File: src/hw/iepo_pkg.sv
package iepo_pkg;
  localparam int CLK_MHZ = 50;
  localparam int SAMPLE_US = 1000;
  localparam int BURST_WIN_US = 800;
  localparam int MAX_SW_KHZ = 200;
  localparam int BURST_KHZ = 10;
  localparam int STEPS_PER_PULSE = 4;
  localparam int SAMPLE_CYC = SAMPLE_US * CLK_MHZ;
  localparam int BURST_WIN_CYC = BURST_WIN_US * CLK_MHZ;
  // Least quarter-step spacing, rounded up
  localparam int STEP_MIN_CYC = (CLK_MHZ * 1000 + MAX_SW_KHZ * STEPS_PER_PULSE - 1)
                                / (MAX_SW_KHZ * STEPS_PER_PULSE);
  localparam int BURST_STEP_CYC = (CLK_MHZ * 1000) / (BURST_KHZ * STEPS_PER_PULSE);

  localparam int ANG_W = 16;
  localparam int PPR_W = 13;
  localparam int PEND_W = 20;
  localparam int TMR_W = 12;
  localparam logic [PPR_W-1:0] PPR_MIN = 13'h0001;
  localparam logic [PPR_W-1:0] PPR_MAX = 13'h1388;
  localparam logic [PPR_W-1:0] PPR_PRESET = 13'h0400;
  localparam int TEACH_N = 9;

  localparam logic [7:0] REG_CTRL = 8'h00;
  localparam logic [7:0] REG_PPR = 8'h04;
  localparam logic [7:0] REG_INDEX = 8'h08;
  localparam logic [7:0] REG_STATUS = 8'h0c;
  localparam logic [7:0] REG_POS = 8'h10;
  localparam logic [7:0] REG_ANGLE = 8'h14;
  localparam int CTRL_DIR_BIT = 0;
  localparam int STAT_BURST_BIT = 0;
  localparam int STAT_PEND_BIT = 1;

  typedef enum logic [2:0] {
    IEPO_ST_TRACK = 3'b001,
    IEPO_ST_BURST = 3'b010,
    IEPO_ST_DRAIN = 3'b100
  } iepo_state_type;

  function automatic logic [PPR_W-1:0] iepo_teach_ppr(input logic [3:0] sel);
    case (sel)
      4'h0: iepo_teach_ppr = 13'h0168;
      4'h1: iepo_teach_ppr = 13'h0200;
      4'h2: iepo_teach_ppr = 13'h03e8;
      4'h3: iepo_teach_ppr = 13'h0400;
      4'h4: iepo_teach_ppr = 13'h0800;
      4'h5: iepo_teach_ppr = 13'h09c4;
      4'h6: iepo_teach_ppr = 13'h0e10;
      4'h7: iepo_teach_ppr = 13'h1000;
      default: iepo_teach_ppr = 13'h1388;
    endcase
  endfunction
endpackage

File: src/hw/iepo_encoder_out.sv
`timescale 1ns/1ps
`default_nettype none
// Behaviour
// - Resolution is any integer 1 to 5000; pulse counts scale to it.
// - Teach input picks one of nine fixed resolutions, 360 to 5000.
// - A preset resolution fixed at build time is loaded at reset.
// - Every millisecond sample angle and compute pulses owed for the change.
// - Pulses of one sample are emitted inside 800 us of it only up to 158; any more carry over.
// - Emitted count follows sensed angle, but motion during a burst or a settings resync, and pulses pending at a burst start, are dropped.
// - Five outputs: A, A inverted, B, B inverted, index.
// - Burst emits absolute position as pulses at a fixed 10 kHz.
// - Burst length equals single-turn distance from zero, with direction and resolution.
// - A burst starts only on a teach request.
// - Index position is a setting.
// - Direction setting chooses which rotation counts positive.
// - Tracks never switch faster than 200 kHz.
module iepo_encoder_out
  import iepo_pkg::*;
#(
  parameter int SAMPLE_CYCLES = SAMPLE_CYC,
  parameter logic [PPR_W-1:0] PRESET_PPR = PPR_PRESET
)(
  input wire logic clk, // 50 MHz
  input wire logic rst, // Sync, active high
  input wire logic [ANG_W-1:0] angle, // Absolute angle, full turn = 2^16
  input wire logic teach_burst, // Teach burst request pulse
  input wire logic teach_set, // Teach resolution pulse
  input wire logic [3:0] teach_sel, // Teach resolution choice 0..8
  input wire logic psel, // APB select
  input wire logic penable, // APB enable
  input wire logic pwrite, // APB direction
  input wire logic [7:0] paddr, // APB byte address
  input wire logic [31:0] pwdata, // APB write data
  output logic [31:0] prdata, // APB read data
  output logic pready, // APB ready
  output logic pslverr, // APB error on unmapped address
  output logic trk_a, // Track A
  output logic trk_a_n, // Track A inverted
  output logic trk_b, // Track B
  output logic trk_b_n, // Track B inverted
  output logic trk_z // Index track
);
  localparam int STW = TMR_W + 6;
  iepo_state_type state;
  logic counting_direction_select;
  logic [PPR_W-1:0] ppr;
  logic [PPR_W-1:0] index_pos;
  logic [ANG_W-1:0] angle_smp;
  logic [STW-1:0] smp_cnt;
  logic smp_tick;
  logic resync;
  logic [PPR_W-1:0] prev_pos;
  logic signed [PEND_W-1:0] pending;
  logic [PEND_W-1:0] burst_left;
  logic [TMR_W-1:0] step_cnt;
  logic [1:0] phase;
  logic [PPR_W-1:0] pulse_pos;
  logic [ANG_W-1:0] dir_angle;
  logic [ANG_W+PPR_W-1:0] product;
  logic [PPR_W-1:0] scaled;
  logic signed [PPR_W+1:0] delta;
  logic step_fwd;
  logic step_bwd;
  logic step_now;
  logic apb_wr;
  logic apb_rd;
  logic [PPR_W-1:0] ppr_clamped;

  function automatic logic reg_mapped(input logic [7:0] a);
    reg_mapped = (a == REG_CTRL) || (a == REG_PPR) || (a == REG_INDEX) ||
                 (a == REG_STATUS) || (a == REG_POS) || (a == REG_ANGLE);
  endfunction

  // Zero-angle stays zero when the counting sense is reversed
  always_comb
  begin
    dir_angle = counting_direction_select ? ANG_W'(0 - angle) : angle;
    product = (ANG_W+PPR_W)'(dir_angle) * (ANG_W+PPR_W)'(ppr);
    scaled = product[ANG_W+PPR_W-1:ANG_W];
    delta = (PPR_W+2)'(scaled) - (PPR_W+2)'(prev_pos);
    // Shortest way round the turn; compared signed, or a backward move reads as huge
    if (delta > $signed((PPR_W+2)'(ppr >> 1)))
      delta = delta - $signed((PPR_W+2)'(ppr));
    else if (delta < -$signed((PPR_W+2)'(ppr >> 1)))
      delta = delta + $signed((PPR_W+2)'(ppr));
  end

  always_comb
  begin
    ppr_clamped = pwdata[PPR_W-1:0];
    if (pwdata[31:PPR_W] != '0 || pwdata[PPR_W-1:0] > PPR_MAX)
      ppr_clamped = PPR_MAX;
    else if (pwdata[PPR_W-1:0] < PPR_MIN)
      ppr_clamped = PPR_MIN;
  end

  assign apb_wr = psel && penable && pwrite && !pready;
  assign apb_rd = psel && penable && !pwrite && !pready;

  always_ff @(posedge clk)
  begin
    if (rst)
    begin
      pready <= 1'b0;
      pslverr <= 1'b0;
      prdata <= '0;
    end
    else
    begin
      pready <= psel && penable && !pready;
      pslverr <= psel && penable && !pready && !reg_mapped(paddr);
      prdata <= '0;
      if (apb_rd)
      begin
        case (paddr)
          REG_CTRL: prdata[CTRL_DIR_BIT] <= counting_direction_select;
          REG_PPR: prdata[PPR_W-1:0] <= ppr;
          REG_INDEX: prdata[PPR_W-1:0] <= index_pos;
          REG_STATUS:
          begin
            prdata[STAT_BURST_BIT] <= (state != IEPO_ST_TRACK);
            prdata[STAT_PEND_BIT] <= (pending != '0);
          end
          REG_POS: prdata[PPR_W-1:0] <= pulse_pos;
          REG_ANGLE: prdata[ANG_W-1:0] <= angle_smp;
          default: prdata <= '0;
        endcase
      end
    end
  end

  // Settings; a change of scale or sense forces a fresh reference sample
  always_ff @(posedge clk)
  begin
    if (rst)
    begin
      ppr <= PRESET_PPR;
      counting_direction_select <= 1'b0;
      index_pos <= '0;
      resync <= 1'b1;
    end
    else
    begin
      if (smp_tick)
        resync <= 1'b0;
      if (teach_set && teach_sel < 4'(TEACH_N) && state == IEPO_ST_TRACK)
      begin
        ppr <= iepo_teach_ppr(teach_sel);
        resync <= 1'b1;
      end
      else if (apb_wr && paddr == REG_PPR)
      begin
        ppr <= ppr_clamped;
        resync <= 1'b1;
      end
      else if (apb_wr && paddr == REG_CTRL)
      begin
        counting_direction_select <= pwdata[CTRL_DIR_BIT];
        resync <= 1'b1;
      end
      else if (apb_wr && paddr == REG_INDEX)
        index_pos <= (pwdata[PPR_W-1:0] < ppr) ? pwdata[PPR_W-1:0] : '0;
    end
  end

  always_ff @(posedge clk)
  begin
    if (rst)
    begin
      smp_cnt <= '0;
      smp_tick <= 1'b0;
      angle_smp <= '0;
    end
    else
    begin
      smp_tick <= (smp_cnt == STW'(SAMPLE_CYCLES - 1));
      smp_cnt <= (smp_cnt == STW'(SAMPLE_CYCLES - 1)) ? '0 : smp_cnt + 1'b1;
      if (smp_cnt == STW'(SAMPLE_CYCLES - 1))
        angle_smp <= angle;
    end
  end

  assign step_now = (step_cnt == '0);
  assign step_fwd = step_now && (state == IEPO_ST_BURST ? burst_left != '0 :
                    state == IEPO_ST_TRACK && pending > 0);
  assign step_bwd = step_now && state == IEPO_ST_TRACK && pending < 0;

  // Work is counted in quarter steps, so a reversal mid-pulse stays exact
  always_ff @(posedge clk)
  begin
    if (rst)
    begin
      state <= IEPO_ST_TRACK;
      pending <= '0;
      burst_left <= '0;
      prev_pos <= '0;
    end
    else
    begin
      case (state)
        IEPO_ST_TRACK:
        begin
          if (teach_burst)
          begin
            state <= IEPO_ST_BURST;
            burst_left <= PEND_W'(scaled) << 2;
            pending <= '0;
            prev_pos <= scaled;
          end
          else
          begin
            if (smp_tick)
              prev_pos <= scaled;
            pending <= pending + (smp_tick && !resync ? PEND_W'(delta) <<< 2 : '0)
                       - (step_fwd ? PEND_W'(1) : '0) + (step_bwd ? PEND_W'(1) : '0);
          end
        end
        IEPO_ST_BURST:
        begin
          if (step_fwd)
            burst_left <= burst_left - 1'b1;
          if (burst_left == '0)
            state <= IEPO_ST_DRAIN;
        end
        IEPO_ST_DRAIN:
        begin
          // Take a fresh reference, so motion made during the burst is dropped, not emitted
          if (smp_tick)
          begin
            prev_pos <= scaled;
            state <= IEPO_ST_TRACK;
          end
        end
        default: state <= IEPO_ST_TRACK;
      endcase
    end
  end

  // Fastest rate, 63 cycles a quarter step: 158 pulses fit in the 800 us window; more carry over
  always_ff @(posedge clk)
  begin
    if (rst)
    begin
      step_cnt <= '0;
      phase <= '0;
      pulse_pos <= '0;
    end
    else
    begin
      if (step_fwd || step_bwd)
      begin
        step_cnt <= (state == IEPO_ST_BURST) ? TMR_W'(BURST_STEP_CYC - 1) :
                    TMR_W'(STEP_MIN_CYC - 1);
      end
      else if (!step_now)
        step_cnt <= step_cnt - 1'b1;
      if (state == IEPO_ST_TRACK && teach_burst)
        pulse_pos <= '0;
      else if (step_fwd)
      begin
        phase <= phase + 1'b1;
        if (phase == 2'h3)
          pulse_pos <= (pulse_pos >= ppr - 1'b1) ? '0 : pulse_pos + 1'b1;
      end
      else if (step_bwd)
      begin
        phase <= phase - 1'b1;
        if (phase == 2'h0)
          pulse_pos <= (pulse_pos == '0) ? ppr - 1'b1 : pulse_pos - 1'b1;
      end
    end
  end

  always_ff @(posedge clk)
  begin
    if (rst)
    begin
      trk_a <= 1'b0;
      trk_a_n <= 1'b1;
      trk_b <= 1'b0;
      trk_b_n <= 1'b1;
      trk_z <= 1'b0;
    end
    else
    begin
      trk_a <= phase[1];
      trk_a_n <= !phase[1];
      trk_b <= phase[1] ^ phase[0];
      trk_b_n <= !(phase[1] ^ phase[0]);
      trk_z <= (pulse_pos == index_pos) && (phase == 2'h0);
    end
  end

  localparam int GAP_MIN = STEP_MIN_CYC;
  localparam int GAP_BURST = BURST_STEP_CYC;
  logic [TMR_W-1:0] edge_gap;
  logic [STW-1:0] tick_gap;
  always_ff @(posedge clk)
  begin
    if (rst)
    begin
      edge_gap <= '1;
      tick_gap <= '1; // Wraps to zero on the first free edge, matching the sample counter
    end
    else
    begin
      edge_gap <= (trk_a != phase[1] || trk_b != (phase[1] ^ phase[0])) ? '0 :
                  (edge_gap == '1 ? edge_gap : edge_gap + 1'b1);
      tick_gap <= smp_tick ? '0 : tick_gap + 1'b1;
    end
  end
endmodule
`default_nettype wire

File: config.mk
export PLATFORM = sky130hd
export DESIGN_NAME = iepo_encoder_out
export DESIGN_NICKNAME = d
export VERILOG_FILES = /design/src/hw/iepo_pkg.sv /design/src/hw/iepo_encoder_out.sv
export SDC_FILE = /design/constraint.sdc
export NUM_CORES = 1
export LEC_CHECK = 0
export ABC_AREA = 1
export ABC_CLOCK_PERIOD_IN_PS = 12200
export BUFFER_PORTS_ARGS = -buffer_cell sky130_fd_sc_hd__buf_2
export CORE_MARGIN = 8
export CORE_UTILIZATION = 45
export DETAILED_ROUTE_END_ITERATION = 10
export GPL_TIMING_DRIVEN = 0
export MAX_ROUTING_LAYER = met4
export PLACE_DENSITY_LB_ADDON = 0.25
export SKIP_CTS_REPAIR_TIMING = 1
export SYNTH_ARGS = -nofsm -noshare
export SYNTH_HDL_FRONTEND = slang
export SYNTH_SLANG_ARGS = --single-unit
File: constraint.sdc
create_clock -name clk -period 12.2 [get_ports clk]
set_input_delay 0.61 -clock clk [delete_from_list [all_inputs] [get_ports clk]]
set_output_delay 0.61 -clock clk [all_outputs]
set_load 0.03 [all_outputs]
==> out/qor.csv <==
metric;value;unit
status;finished, final reports clean;
critPathLaunchType;flop;
drv_cap;0;
routed_wl;65200;µm
grt_pass1_vias;18600;
cts_buffers;17;
synth_area_leader_cell;dfxtp_1;
start_util;0.454;
ant_nets;0;
crit_path_frequent_cell;nand2_1;
worstMarginPinSlew;1.15;ns
fin_worst_skew;0.0173;ns
path_class;reg -> reg;
syn_area_per_cell;7.00;µm²
die_w;226;µm
critPathMaxFanout;12;
slew_headroom;0.236;
yosysMostFrequentCell;nand2_1;
vias;19500;
hold_violations;0;
synth_common_cells;nand2_1 (543), inv_1 (528), nor2_1 (289);
finalMaxSlewViolations;0;
cts_tree;built;
grt_overflow;0;
n_fill_cell;4440;
cts_buffer_depth;2;
postSynthCellCount;2847;
gp_congestion;0.996;
max_stage_delay;0.75;ns
ys_types;64;
nets;3419;
grt_max_degree;17;
wl_per_cell;18.1;µm
required;12.58;ns
cp.arrival;12.05;ns
ys_ff_latch;169;
drtPass1Iterations;6;
numPortBuffers;89;
synthFlopType;dfxtp_1;
synth_edf_count;0;
io_pins;106;
reg2reg_slack;0.53;ns
syn-cell-area;19900;µm²
grt_antenna_before_repair;8;
cts_sinks;169;
layout-drive-gt1-share;0.0898;
fin_crit;11.67;ns
crit_slowest_cell;clkdlybuf4s15_1;
viasPerCell;5.42;
synth_top_area_frac;0.170;
core_area;43900;µm²
hold_path.class;in -> reg;
drtIter0Drc;1784;
holdWs;0.349;ns
end_kind;flop;
root_buffer;clkbuf_16;
route.detailed.drc;0;
dieArea;51300;µm²
dp_hpwl;52800;µm
cts_htree_levels;4;
die_h;226;µm
grt_use_total;0.257;
path_clk_slew;0.07;ns
ys_seq_area_frac;0.170;
synthArstFlopShare;0;
period_share;0.956;
ys_warn_count;0;
clk_latency;0.46;ns
setup_viol;0;
timing.fmax;0.0857;GHz
synth_area_leaders;dfxtp_1 (17%), fa_1 (16%), ha_1 (13%);
grt_pass1_wl;101000;µm
synthToLayoutAreaGrowth;11.8;%
fp-row-count;77;
==> per-stage QoR <==
step / cells / setup slack [ns] / util / TNS [ns] / area (µm²)
after floorplan: 2862 / 1.68 / - / 0 / 20000
final: 3597 / 0.532 / 0.507 / 0 / 22300
after global placement: 3543 / -1.07 / 0.482 / -9.65 / 21200
after detailed placement: 3543 / -1.17 / 0.482 / -10.97 / 21200
after CTS: 3575 / -0.726 / 0.494 / -4.30 / 21700
after global routing: 3597 / -0.0722 / 0.507 / -0.112 / 22300
==> worst max-delay path: cells and delay by family (launching register included) <==
family                     cells  cell delay [ns]
AOI/OAI and AO/OA             16             2.75
xor gates and xnor gates       2             0.43
adders and majority gates     10             4.27
and+or+nand+nor               16             1.97
buffers and inverters          8             1.74
DFF                            1             0.42
==> final cells by class <==
class | instances | area (µm²) | share of cell area
buffer | 93 | 458 | 0.0206
timing repair buffer | 106 | 573 | 0.0257
clock inverter | 13 | 108 | 0.00483
clock buffer | 19 | 433 | 0.0194
antenna | 8 | 20.0 | 0.000898
multi-input combinational | 2055 | 14500 | 0.651
sequential | 169 | 3380 | 0.152
tap | 592 | 741 | 0.0332
inverter | 542 | 2050 | 0.0920
==> cells by family after synthesis <==
kind of cell             Yosys count  share of synthesized area
AND/OR/NAND/NOR                 1079                      0.228
flip-flops                       169                      0.170
adder cells (fa/ha/maj)          368                      0.290
AO/OA/AOI/OAI                    500                      0.146
XOR/XNOR                          92                     0.0404
other                              1                   0.000188
buffers and inverters            638                      0.125
==> registers in the layout, summed over array words and instances, names as in the netlist, 3 cells and up <==
signal / cells
angle_smp: 16
index_pos: 13
burst_left: 20
smp_cnt: 18
prdata: 16
pulse_pos: 13
ppr: 13
pending: 20
step_cnt: 12
state: 3
prev_pos: 13
==> final timing paths <==
| kind | startpoint | end | cells after the start |
|---|---|---|---|
| setup / recovery | ppr[12]$_SDFFE_PP0P_ | pending[17]$_SDFFE_PP0N_ | 52 |
| hold / removal | pwrite | prdata[0]$_SDFF_PP0_ | 2 |
| hold reg to reg | angle_smp[15]$_SDFFE_PP0P_ | prdata[15]$_SDFF_PP0_ | 2 |
| setup reg to reg | ppr[12]$_SDFFE_PP0P_ | pending[17]$_SDFFE_PP0N_ | 52 |
==> per-layer routing <==
layer,track usage,routed length (µm),up-vias
met5,-,0,-
li1,-,-,9385
met3,0.0476,5060,97
met2,0.412,30400,723
met1,0.328,28200,9282
met4,0.0758,1630,0
==> cells in the final DEF, fill, tap and decap left out, drive strengths merged, types with 6 or more instances in the layout <==
master and count:
nand2 547, inv 541, nor2 294, a21oi 213, ha 211, dfxtp 169, fa 157, o21ai 139
buf 136, nand3 95, clkbuf 81, xor2 69, nor3 58, nand4 31, nor4 27, o22ai 23
xnor2 23, o211ai 22, a31oi 20, a211oi 19, conb 16, a221oi 16, or2 12, clkinv 12
a21o 10, diode 8, a41oi 7, nand3b 6, o21bai 6, nor3b 6
Power is left out: the tool's default activity adds up to more than one toggle a clock period on the data nets, which glitch-free logic cannot reach.
